<file path="config.mk">
export PLATFORM = sky130hd
export DESIGN_NAME = usb_otg_negotiation_status
export DESIGN_NICKNAME = d
export VERILOG_FILES = /design/src/verilog/usb_otg_negotiation_status.v
export VERILOG_INCLUDE_DIRS = /design/src /design/src/verilog
export SDC_FILE = /design/constraint.sdc
export NUM_CORES = 1
export LEC_CHECK = 0
export BUFFER_PORTS_ARGS = -buffer_cell sky130_fd_sc_hd__buf_2
export CAP_MARGIN = 25
export CORE_UTILIZATION = 54
export CTS_CLUSTER_SIZE = 12
export DETAILED_ROUTE_END_ITERATION = 8
export PLACE_DENSITY = 0.86
export SETUP_SLACK_MARGIN = 0.05
export SKIP_LAST_GASP = 1
export SYNTH_ARGS = -nofsm -noshare
export SYNTH_HDL_FRONTEND = slang
export SYNTH_SLANG_ARGS = --single-unit
export TNS_END_PERCENT = 1
</file>
<file path="constraint.sdc">
create_clock -name clock -period 2 [get_ports clock]
set_input_delay 0.4 -clock clock [delete_from_list [all_inputs] [get_ports clock]]
set_output_delay 0.4 -clock clock [all_outputs]
set_load 0.01 [all_outputs]
</file>
<file path="src/verilog/otg_negotiation_defines.vh">
`ifndef OTG_NEGOTIATION_DEFINES_VH
`define OTG_NEGOTIATION_DEFINES_VH

// register byte offsets
`define OTG_CONTROL_STATUS_OFFSET   4'h0
`define OTG_EVENT_FLAGS_OFFSET      4'h4

// reset values
`define OTG_CONTROL_STATUS_RESET    32'h0000_0800
`define OTG_EVENT_FLAGS_RESET       32'h0000_0000

// control/status field positions
`define B_SESSION_VALID_BIT         19
`define A_SESSION_VALID_BIT         18
`define DEBOUNCE_INTERVAL_BIT       17
`define ID_PIN_STATE_BIT            16
`define DEVICE_NEG_ENABLE_BIT       11
`define HOST_NEG_ENABLE_BIT         10
`define NEG_REQUEST_BIT             9
`define NEG_SUCCESS_BIT             8
`define SESSION_REQUEST_BIT         1
`define SESSION_REQ_SUCCESS_BIT     0

// event flag field positions
`define DEBOUNCE_FINISHED_BIT       19
`define A_DEVICE_TIMEOUT_BIT        18
`define NEG_DETECTED_BIT            17
`define NEG_END_BIT                 9
`define SESSION_REQ_END_BIT         8
`define SESSION_END_BIT             2

// axi4-lite responses
`define AXI_RESP_OKAY               2'h0
`define AXI_RESP_SLVERR             2'h2

`endif

</file>
<file path="src/verilog/usb_otg_negotiation_status.v">
// Function
// - bit 19 shows b-session valid
// - bit 18 shows a-session valid
// - bit 17 shows debounce interval kind
// - bit 16 mirrors connector id pin
// - no negotiation start without device enable
// - ignore peer negotiation without host enable
// - software starts negotiation, drops after end
// - negotiation success set, cleared on request
// - software starts session request, drops after end
// - session success set, cleared on request
// - debounce finished flag in host operation
// - a-device connect wait timeout flag
// - peer negotiation detected flag
// - negotiation end flag on finish
// - session request end flag on finish
// - session end flag on vbus drop
// - device-side bits usable only in device mode
// - control register resets to 0x00000800; here it reads 0x00010800, since the id pin bit resets high
//
// Chosen here: the AXI4-Lite register port.
`timescale 1ns/100ps
`include "otg_negotiation_defines.vh"

module usb_otg_negotiation_status (
   // clock and reset
   input  wire        clock,
   input  wire        resetn,
   // axi4-lite write address
   input  wire [3:0]  s_axi_awaddr,
   input  wire        s_axi_awvalid,
   output wire        s_axi_awready,
   // axi4-lite write data
   input  wire [31:0] s_axi_wdata,
   input  wire [3:0]  s_axi_wstrb,
   input  wire        s_axi_wvalid,
   output wire        s_axi_wready,
   // axi4-lite write response
   output wire [1:0]  s_axi_bresp,
   output wire        s_axi_bvalid,
   input  wire        s_axi_bready,
   // axi4-lite read address
   input  wire [3:0]  s_axi_araddr,
   input  wire        s_axi_arvalid,
   output wire        s_axi_arready,
   // axi4-lite read data
   output wire [31:0] s_axi_rdata,
   output wire [1:0]  s_axi_rresp,
   output wire        s_axi_rvalid,
   input  wire        s_axi_rready,
   // transceiver and pin levels (asynchronous)
   input  wire        b_session_threshold,
   input  wire        a_session_threshold,
   input  wire        id_pin_state,
   // controller state (same clock)
   input  wire        device_mode,
   input  wire        short_debounce,
   // protocol engine events (same clock, one-cycle pulses)
   input  wire        debounce_done,
   input  wire        a_wait_timeout,
   input  wire        peer_negotiation_request,
   input  wire        negotiation_done,
   input  wire        negotiation_ok,
   input  wire        session_request_done,
   input  wire        session_request_ok,
   // requests to protocol engine (levels)
   output wire        negotiation_start,
   output wire        session_request_start,
   output wire        peer_negotiation_accept
);

   ////////////////////////////////////////////////////////////////////////////
   // pin synchronisers: three stages, change accepted when stages 2 and 3 agree
   // the pins come from analogue comparators and a connector, with no clock
   // stage 1 may go metastable, so nothing but stage 2 reads it
   // stages 2 and 3 must agree before the filtered level moves
   // a one-cycle glitch on a pin is therefore never seen by software
   // a stable change reaches the register view four edges later
   // the id chain resets high so a b-device is assumed until the pin says otherwise
   // the vbus chains reset low so no false session end follows reset

   reg  [2:0] bsv_sync_q;      // b-session valid chain
   reg  [2:0] asv_sync_q;      // a-session valid chain
   reg  [2:0] id_sync_q;       // id pin chain
   reg        bsv_q;           // filtered b-session valid
   reg        asv_q;           // filtered a-session valid
   reg        id_q;            // filtered id pin
   reg        bsv_prev_q;      // last filtered b-session valid, for fall detect

   // sample the pins and filter
   always @(posedge clock or negedge resetn) begin
      if (!resetn) begin
         bsv_sync_q <= 3'h0;
         asv_sync_q <= 3'h0;
         id_sync_q  <= 3'h7;
         bsv_q      <= 1'b0;
         asv_q      <= 1'b0;
         id_q       <= 1'b1;
         bsv_prev_q <= 1'b0;
      end else begin
         bsv_sync_q <= {bsv_sync_q[1:0], b_session_threshold};
         asv_sync_q <= {asv_sync_q[1:0], a_session_threshold};
         id_sync_q  <= {id_sync_q[1:0], id_pin_state};
         // take a new level only once stages 2 and 3 agree
         if (bsv_sync_q[2] == bsv_sync_q[1]) begin
            bsv_q <= bsv_sync_q[2];
         end
         if (asv_sync_q[2] == asv_sync_q[1]) begin
            asv_q <= asv_sync_q[2];
         end
         if (id_sync_q[2] == id_sync_q[1]) begin
            id_q <= id_sync_q[2];
         end
         bsv_prev_q <= bsv_q;
      end
   end

   // vbus fell below the b-session threshold
   wire session_end_event = bsv_prev_q & ~bsv_q;

   ////////////////////////////////////////////////////////////////////////////
   // axi4-lite slave handshake
   // write address and write data are taken independently, in either order
   // each half is held until the other arrives
   // the register update happens on the edge after both halves are held
   // the response is raised on that same edge and stands until bready
   // no new write half is taken while a response is pending
   // a read is answered on the same edge that takes its address
   // unmapped offsets answer slverr and leave all state alone

   reg        aw_held_q;       // write address captured
   reg        w_held_q;        // write data captured
   reg [3:0]  aw_addr_q;       // captured write address
   reg [31:0] w_data_q;        // captured write data
   reg [3:0]  w_strb_q;        // captured byte enables
   reg        bvalid_q;        // write response pending
   reg [1:0]  bresp_q;         // write response code
   reg        rvalid_q;        // read data pending
   reg [1:0]  rresp_q;         // read response code
   reg [31:0] rdata_q;         // read data

   // accept each write channel once, in either order
   assign s_axi_awready = ~aw_held_q & ~bvalid_q;
   assign s_axi_wready  = ~w_held_q & ~bvalid_q;
   assign s_axi_bvalid  = bvalid_q;
   assign s_axi_bresp   = bresp_q;
   assign s_axi_arready = ~rvalid_q;
   assign s_axi_rvalid  = rvalid_q;
   assign s_axi_rresp   = rresp_q;
   assign s_axi_rdata   = rdata_q;

   wire aw_take  = s_axi_awvalid & s_axi_awready;
   wire w_take   = s_axi_wvalid & s_axi_wready;
   wire ar_take  = s_axi_arvalid & s_axi_arready;
   // both halves present: perform write this cycle
   wire do_write = aw_held_q & w_held_q & ~bvalid_q;

   wire wr_ctrl  = do_write & (aw_addr_q[3:2] == `OTG_CONTROL_STATUS_OFFSET >> 2);
   wire wr_flags = do_write & (aw_addr_q[3:2] == `OTG_EVENT_FLAGS_OFFSET >> 2);

   // byte-lane mask of the write
   wire [31:0] wmask = {{8{w_strb_q[3]}}, {8{w_strb_q[2]}}, {8{w_strb_q[1]}}, {8{w_strb_q[0]}}};

   // write channel capture and response
   always @(posedge clock or negedge resetn) begin
      if (!resetn) begin
         aw_held_q <= 1'b0;
         w_held_q  <= 1'b0;
         aw_addr_q <= 4'h0;
         w_data_q  <= 32'h0000_0000;
         w_strb_q  <= 4'h0;
         bvalid_q  <= 1'b0;
         bresp_q   <= `AXI_RESP_OKAY;
      end else begin
         if (aw_take) begin
            aw_held_q <= 1'b1;
            aw_addr_q <= s_axi_awaddr;
         end
         if (w_take) begin
            w_held_q <= 1'b1;
            w_data_q <= s_axi_wdata;
            w_strb_q <= s_axi_wstrb;
         end
         if (do_write) begin
            // answer one cycle after both halves are held
            aw_held_q <= 1'b0;
            w_held_q  <= 1'b0;
            bvalid_q  <= 1'b1;
            bresp_q   <= (wr_ctrl | wr_flags) ? `AXI_RESP_OKAY : `AXI_RESP_SLVERR;
         end else if (bvalid_q & s_axi_bready) begin
            bvalid_q <= 1'b0;
         end
      end
   end

   ////////////////////////////////////////////////////////////////////////////
   // control register
   // the device-side bits take writes only while the controller is in device mode
   // the host-side enable is writable in every mode
   // a request bit drops by a zero write, or by clearing its end flag once set
   // a success bit is set by the engine outcome and cleared by a new request
   // if the outcome and a new request fall in one cycle, the outcome wins
   // software must not rely on success while the request is still up
   // all bits are plain flip-flops, so reads never see a partial update

   reg dev_neg_en_q;           // device-side negotiation enable
   reg host_neg_en_q;          // host-side negotiation enable
   reg neg_req_q;              // negotiation request
   reg neg_ok_q;               // negotiation success
   reg sess_req_q;             // session request
   reg sess_ok_q;              // session request success
   reg [31:0] flags_q;         // sticky event flags

   // field values presented by the write, per bit
   wire wb_dev_en   = w_data_q[`DEVICE_NEG_ENABLE_BIT];
   wire wb_host_en  = w_data_q[`HOST_NEG_ENABLE_BIT];
   wire wb_neg_req  = w_data_q[`NEG_REQUEST_BIT];
   wire wb_sess_req = w_data_q[`SESSION_REQUEST_BIT];
   wire wl_hi       = wr_ctrl & wmask[8];
   wire wl_lo       = wr_ctrl & wmask[0];

   // device-side bits take writes only in device mode
   wire dev_write_hi = wl_hi & device_mode;
   wire dev_write_lo = wl_lo & device_mode;

   // a rising software request clears the matching success bit
   wire neg_req_set  = dev_write_hi & wb_neg_req & ~neg_req_q;
   wire sess_req_set = dev_write_lo & wb_sess_req & ~sess_req_q;

   // software clearing an end flag also drops the request
   wire clr_neg_end  = wr_flags & wmask[8] & w_data_q[`NEG_END_BIT];
   wire clr_sess_end = wr_flags & wmask[8] & w_data_q[`SESSION_REQ_END_BIT];

   // control register update
   always @(posedge clock or negedge resetn) begin
      if (!resetn) begin
         dev_neg_en_q  <= 1'b1;
         host_neg_en_q <= 1'b0;
         neg_req_q     <= 1'b0;
         neg_ok_q      <= 1'b0;
         sess_req_q    <= 1'b0;
         sess_ok_q     <= 1'b0;
      end else begin
         if (dev_write_hi) begin
            dev_neg_en_q <= wb_dev_en;
            neg_req_q    <= wb_neg_req;
         end else if (clr_neg_end & flags_q[`NEG_END_BIT]) begin
            neg_req_q <= 1'b0;
         end
         if (wl_hi) begin
            host_neg_en_q <= wb_host_en;
         end
         if (dev_write_lo) begin
            sess_req_q <= wb_sess_req;
         end else if (clr_sess_end & flags_q[`SESSION_REQ_END_BIT]) begin
            sess_req_q <= 1'b0;
         end
         // success: set by engine outcome, cleared on new request
         if (negotiation_done & negotiation_ok) begin
            neg_ok_q <= 1'b1;
         end else if (neg_req_set) begin
            neg_ok_q <= 1'b0;
         end
         if (session_request_done & session_request_ok) begin
            sess_ok_q <= 1'b1;
         end else if (sess_req_set) begin
            sess_ok_q <= 1'b0;
         end
      end
   end

   // negotiation starts only with device enable set, in device mode
   assign negotiation_start       = neg_req_q & dev_neg_en_q & device_mode;
   assign session_request_start   = sess_req_q & device_mode;
   // peer requests honoured only with host enable, as a-device
   assign peer_negotiation_accept = host_neg_en_q & ~id_q & ~device_mode;

   ////////////////////////////////////////////////////////////////////////////
   // sticky event flags
   // each flag is set by a one-cycle event and held until software clears it
   // clearing is by writing one to the bit; a zero write leaves it alone
   // an event in the same cycle as its clear keeps the flag set
   // so an event is never lost between a read and the clearing write
   // debounce done only counts in host operation
   // timeout and peer negotiation only count as an a-device
   // peer negotiation is further gated by the host-side enable
   // session end is the falling edge of the filtered b-session level

   reg [31:0] flag_set;        // events this cycle
   reg [31:0] flag_clr;        // software clears this cycle

   // gather events and write-one clears
   always @* begin
      flag_set = 32'h0000_0000;
      flag_set[`DEBOUNCE_FINISHED_BIT] = debounce_done & ~device_mode;
      flag_set[`A_DEVICE_TIMEOUT_BIT]  = a_wait_timeout & ~id_q;
      flag_set[`NEG_DETECTED_BIT]      = peer_negotiation_request & ~id_q & host_neg_en_q;
      flag_set[`NEG_END_BIT]           = negotiation_done;
      flag_set[`SESSION_REQ_END_BIT]   = session_request_done;
      flag_set[`SESSION_END_BIT]       = session_end_event;
      flag_clr = wr_flags ? (w_data_q & wmask) : 32'h0000_0000;
   end

   // set wins over a clear in the same cycle
   always @(posedge clock or negedge resetn) begin
      if (!resetn) begin
         flags_q <= `OTG_EVENT_FLAGS_RESET;
      end else begin
         flags_q <= (flags_q & ~flag_clr) | flag_set;
      end
   end

   ////////////////////////////////////////////////////////////////////////////
   // read path
   // the control word is built live from the filtered pins, the short_debounce input and the registers
   // the pin-level bits read the same in every mode
   // reserved bits always read zero
   // read data is registered when the address is taken
   // it then stands unchanged until the master takes it
   // a state change during that wait is seen by the next read only

   reg [31:0] ctrl_view;       // assembled control/status word

   // assemble control/status word; reserved bits read zero
   always @* begin
      ctrl_view = 32'h0000_0000;
      ctrl_view[`B_SESSION_VALID_BIT]     = bsv_q;
      ctrl_view[`A_SESSION_VALID_BIT]     = asv_q;
      ctrl_view[`DEBOUNCE_INTERVAL_BIT]   = short_debounce;
      ctrl_view[`ID_PIN_STATE_BIT]        = id_q;
      ctrl_view[`DEVICE_NEG_ENABLE_BIT]   = dev_neg_en_q;
      ctrl_view[`HOST_NEG_ENABLE_BIT]     = host_neg_en_q;
      ctrl_view[`NEG_REQUEST_BIT]         = neg_req_q;
      ctrl_view[`NEG_SUCCESS_BIT]         = neg_ok_q;
      ctrl_view[`SESSION_REQUEST_BIT]     = sess_req_q;
      ctrl_view[`SESSION_REQ_SUCCESS_BIT] = sess_ok_q;
   end

   // read channel: data one cycle after address taken
   always @(posedge clock or negedge resetn) begin
      if (!resetn) begin
         rvalid_q <= 1'b0;
         rresp_q  <= `AXI_RESP_OKAY;
         rdata_q  <= 32'h0000_0000;
      end else begin
         if (ar_take) begin
            rvalid_q <= 1'b1;
            case (s_axi_araddr[3:2])
               2'h0: begin
                  rdata_q <= ctrl_view;
                  rresp_q <= `AXI_RESP_OKAY;
               end
               2'h1: begin
                  rdata_q <= flags_q;
                  rresp_q <= `AXI_RESP_OKAY;
               end
               default: begin
                  rdata_q <= 32'h0000_0000;
                  rresp_q <= `AXI_RESP_SLVERR;
               end
            endcase
         end else if (rvalid_q & s_axi_rready) begin
            rvalid_q <= 1'b0;
         end
      end
   end

   ////////////////////////////////////////////////////////////////////////////
   // limitations
   // the negotiation and session request themselves run in the protocol engine
   // this block only holds the requests, enables, outcomes and event flags
   // the engine must pulse each done input once per finished request
   // the ok inputs are only looked at in the cycle of their done pulse
   // byte lanes are honoured; a write with no lane set changes nothing
   // there is no interrupt output; the flags are read by polling

endmodule

</file>
Word level (Yosys, flattened, before mapping)
Cells that the tools add are included.
- bitwise operators: 50
- add/sub/neg operators: 0
- eq/ne operators: 5
- multipliers: 0
- magnitude comparators: 0
- reduce and logical (&&, ||, !) cells: 11
- shift-type cells: 0
- div/mod/pow operators: 0
- muxes and demuxes: 20
- operators by type and width (kind ; count):
    $and A32 B32 Y32 ; 2
    $pmux W32 S2 ; 1
    $and A1 B1 Y1 ; 36
    $mux W32 ; 1
    $not A32 Y32 ; 1
    $or A32 B20 Y32 ; 1
    $mux W1 ; 16
    $reduce_bool A2 Y1 ; 8
    $not A1 Y1 ; 9
    $eq A2 B1 Y1 const B ; 2
    $logic_not A2 Y1 ; 2
    $mux W2 ; 2
    $eq A1 B1 Y1 ; 3
    $reduce_or A2 Y1 ; 1
    $or A1 B1 Y1 ; 1
- output and inout port bits: 44
- input port bits: 63
- RAM bits: 0
- ROM bits: 0
- logic and storage cells: 110
- latch bits: 0
- register bits: 131
- memories kept: 0

Longest topological paths before layout
- depth in word-level cells: 9
- gate-level depth with buffers: 5
- depth with buffers taken out: 3

Least setup slack after synthesis
Ideal clock, no wire load.
- path type: flip-flop to flip-flop
- start point: reg bvalid_q (netlist: s_axi_bvalid)
- end point: reg w_data_q[10]
- cell stages (with the launch flop): 5
- required time: 1.875 ns
- period minus slack after synthesis: 1.442 ns
- setup slack: 0.558 ns
- data arrival time: 1.317 ns
- setup time: 0.125 ns
- cells stage by stage: dfrtp_1 nor3b_1 buf_6 buf_8 mux2_2
- cells in the longest elaborated chain, start to end: 3
- ends and longest elaborated chain (element ; RTL line ; text):
    start, declared ; usb_otg_negotiation_status.v:136 ; reg bvalid_q;
    start signal, assigned ; usb_otg_negotiation_status.v:172 ; bvalid_q <= 1'b0;
    start signal, assigned ; usb_otg_negotiation_status.v:188 ; bvalid_q <= 1'b1;
    start signal, assigned ; usb_otg_negotiation_status.v:191 ; bvalid_q <= 1'b0;
    $not A1 Y1 ; usb_otg_negotiation_status.v:144 ; assign s_axi_wready = ~w_held_q & ~bvalid_q;
    $and A1 B1 Y1 ; usb_otg_negotiation_status.v:144 ;
    $and A1 B1 Y1 ; usb_otg_negotiation_status.v:153 ; wire w_take = s_axi_wvalid & s_axi_wready;
    end signal, assigned ; usb_otg_negotiation_status.v:181 ; w_data_q <= s_axi_wdata;
    end, declared ; usb_otg_negotiation_status.v:134 ; reg [31:0] w_data_q;
No other way between the ends.
A chain may end at the register's enable or synchronous reset.

Final worst setup path
- start point: reg dev_neg_en_q
- end point: out negotiation_start
- cells in the longest elaborated chain, start to end: 2
- ends and longest elaborated chain (element ; RTL line ; text):
    start, declared ; usb_otg_negotiation_status.v:206 ; reg dev_neg_en_q;
    start signal, assigned ; usb_otg_negotiation_status.v:245 ; dev_neg_en_q <= wb_dev_en;
    $and A1 B1 Y1 (2 in a row) ; usb_otg_negotiation_status.v:273 ; assign negotiation_start = neg_req_q & dev_neg_en_q & device_mode;
    end, declared ; usb_otg_negotiation_status.v:67 ; output wire negotiation_start,
No other way between the ends.

==> metrics.cfg <==
[placement]
dp_slack_ns=0.429
detailed_place_hpwl_mm=6.75
port_buffers=100
place_area_um2=5480
dp.cells=537
globalplace.congestion=0.823

[power]
swShare=0.276
p_sw_mw=2.25
p_seq_frac=0.443
power_density_nw_per_um2=1340
p_clk_frac=0.370
power_mw=8.16
max-vdd-ir-drop_v=0.000788
p_comb_frac=0.187
internal_power_mw=5.91
p_leak_nw=3.00

[finish]
n_antenna_cell=0
fillCellCount=579
design_area_um2=6110
layout_commonest_cell=dfrtp_1
area_growth_pct=25.8
instances_no_fill=573
seq_area_um2=3180
mostFrequentLayoutCells=dfrtp_1, buf_2, mux2_2, a21boi_0, a22o_1
layout.nets=515
multi_input_area_um2=1530
drive_above_1_share=0.417

[synthesis]
synth_top_area_share=0.629
ys_seq_area_frac=0.656
synth_cell_types=41
avgSynthCellArea_um2=14.5
synth_area_leaders=dfrtp_1, mux2_2, a22o_1
syn_area_um2=4860
ys.flop_type=dfrtp_1
synth_edf_count=0
yosysTopAreaCell=dfrtp_1
synthArstFlopShare=1.00
syn_inst=334
ys_ff_latch=127
yosysWarnings=0

[clock_tree]
cts_tree=built
clk_latency_ns=0.51
clock_sinks=127
clk_path_buf_depth=2
cts.clk_slew.worst_paths_ns=0.06
htree_num_levels=4
postCtsSetupRepairBufs=0
cts-buffers-inserted=17
hold_buffers=4
cts_root_buf=clkbuf_8
cts_resized=0

[worst_setup_path]
path_class=flip-flop to output port
crit_path_start_kind=flip-flop
reg2reg_from=s_axi_rvalid$_DFFE_PN0P_
critPathArrivalTime_ns=1.33
r2r_end=s_axi_rdata[18]$_DFFE_PN0P_
reg2regPathDepth=4
crit_path_max_incr_delay_ns=0.55
worstPathMaxFanout=3
cp-endpoint=negotiation_start
ff2ff_setup_slack_ns=0.44
crit_path_end_kind=output port
path_cells=and3_1 > buf_2
slowest_stage=dfstp_2
cp.required_ns=1.60
crit_path_start=dev_neg_en_q$_DFFE_PN1N_

[grt]
grt-ovfl-total=0
grt_max_degree=47
antenna_found_initial=0
track_usage=0.243
grt_pass1_vias=3463
grt_pass1_wl_mm=17.4

[floorplan]
die-area_um2=9380
start_util=0.557
fp.coreArea_um2=8720
rows=34
ios=107
die_h_um=96.8
die_w_um=96.8

[run_status]
outcome=complete, no violations

[route]
drtIter0Drc=108
drc=0
dr.pass1.iters=5
antenna_left=0
wl_mm=10.3
vias=3172
routed_via_density=5.54
avgRoutedWirePerCell_um=18.0

[sta]
final-setup-viol-count=0
clock_skew_ns=0.0103
fmax_ghz=0.578
finalSetupTns_ns=0
drv_slew=0
worstMarginPinSlew_ns=0.498
max_slew_margin=0.667
min_period_ns=1.73
rsz0062_at_grt=false
final_hold_viol_count=0
worst_slack_ns=0.271
min_period_over_period=0.865

[job]
max_cap_viol_count=0

[hold_path]
min_path_type=input pin to flip-flop
hp-start=s_axi_bready

==> power by group through the flow <==
stage | logic [mW] | clock network, mW | registers [mW]
2_1_floorplan | 1.11 | 0 | 3.52
3_3_place_gp | 1.45 | 0 | 3.59
3_5_place_dp | 1.52 | 0 | 3.64
4_1_cts | 1.55 | 3.07 | 3.61
5_1_grt | 1.67 | 3.19 | 3.70
6_report | 1.53 | 3.02 | 3.61
==> registers in the layout, summed over array words and instances, names as in the netlist, 2 cells and up <==
name	count
w_strb_q	4
w_data_q	32
asv_sync_q	3
bsv_sync_q	3
id_sync_q	3
s_axi_rdata	32
aw_addr_q	2
flags_q	32
==> logic make-up (layout without fill, tap and decap cells) <==
family / after synthesis / after routing / synth area share
and+or+nand+nor: 54 / 54 / 0.0703
muxes: 53 / 53 / 0.122
DFF: 127 / 127 / 0.656
AOI/OAI and AO/OA: 75 / 75 / 0.114
other: 1 / 2 / 0.000772
buffers and inverters: 21 / 151 / 0.0307
adders and majority gates: 3 / 3 / 0.00618
==> layer usage <==
metal | routed length (µm) | vias up | global-route usage
met5 | 0 | - | 0
met1 | 4450 | 1630 | 0.310
met3 | 456 | 15 | 0.0585
met2 | 5280 | 98 | 0.397
met4 | 139 | 0 | 0.108
li1 | - | 1429 | -
==> worst min path at each step <==
stage	endpoint	slack, ns	cells after the start
finish	s_axi_bvalid$_DFFE_PN0P_	0.06	2
CTS	s_axi_bvalid$_DFFE_PN0P_	0.04	2
detailed placement	bsv_sync_q[1]$_DFF_PN0_	0.34	0
floorplan	asv_q$_DFFE_PN0N_	0.10	0
global route	s_axi_bvalid$_DFFE_PN0P_	0.06	2
global placement	asv_sync_q[0]$_DFF_PN0_	0.34	1
==> stage by stage <==
| stage | util | hold WS (ns) |
|---|---|---|
| floorplan | - | 0.104 |
| detailed placement | 0.629 | 0.342 |
| finish | 0.701 | 0.0586 |
| global route | 0.701 | 0.0583 |
| CTS | 0.701 | 0.0424 |
| global placement | 0.629 | 0.337 |
==> synth_stat cells, types with 3 or more instances <==
library cell / instances
and3_2: 3
a21boi_0: 25
mux2_2: 37
o31ai_1: 5
a22o_1: 24
dfrtp_1: 122
nor3b_1: 3
maj3_1: 3
buf_8: 4
clkbuf_1: 4
o21ai_0: 15
mux2_4: 3
dfstp_2: 5
nand2_1: 22
buf_4: 4
nor2_1: 6
mux2i_1: 11
inv_1: 6
==> worst max-delay path, delay by kind of cell, from the launching register on <==
family	cells	cell delay (ns)
buffers and inverters	1	0.13
and+or+nand+nor	1	0.14
DFF	1	0.55
==> layout make-up <==
| class | count | area share |
|---|---|---|
| sequential | 127 | 0.521 |
| multi-input combinational | 187 | 0.251 |
| timing repair buffer | 113 | 0.106 |
| clock buffer | 21 | 0.0735 |
| clock inverter | 11 | 0.0227 |
| tap | 108 | 0.0221 |
| inverter | 6 | 0.00369 |
Power figures use the tool's default switching activity.
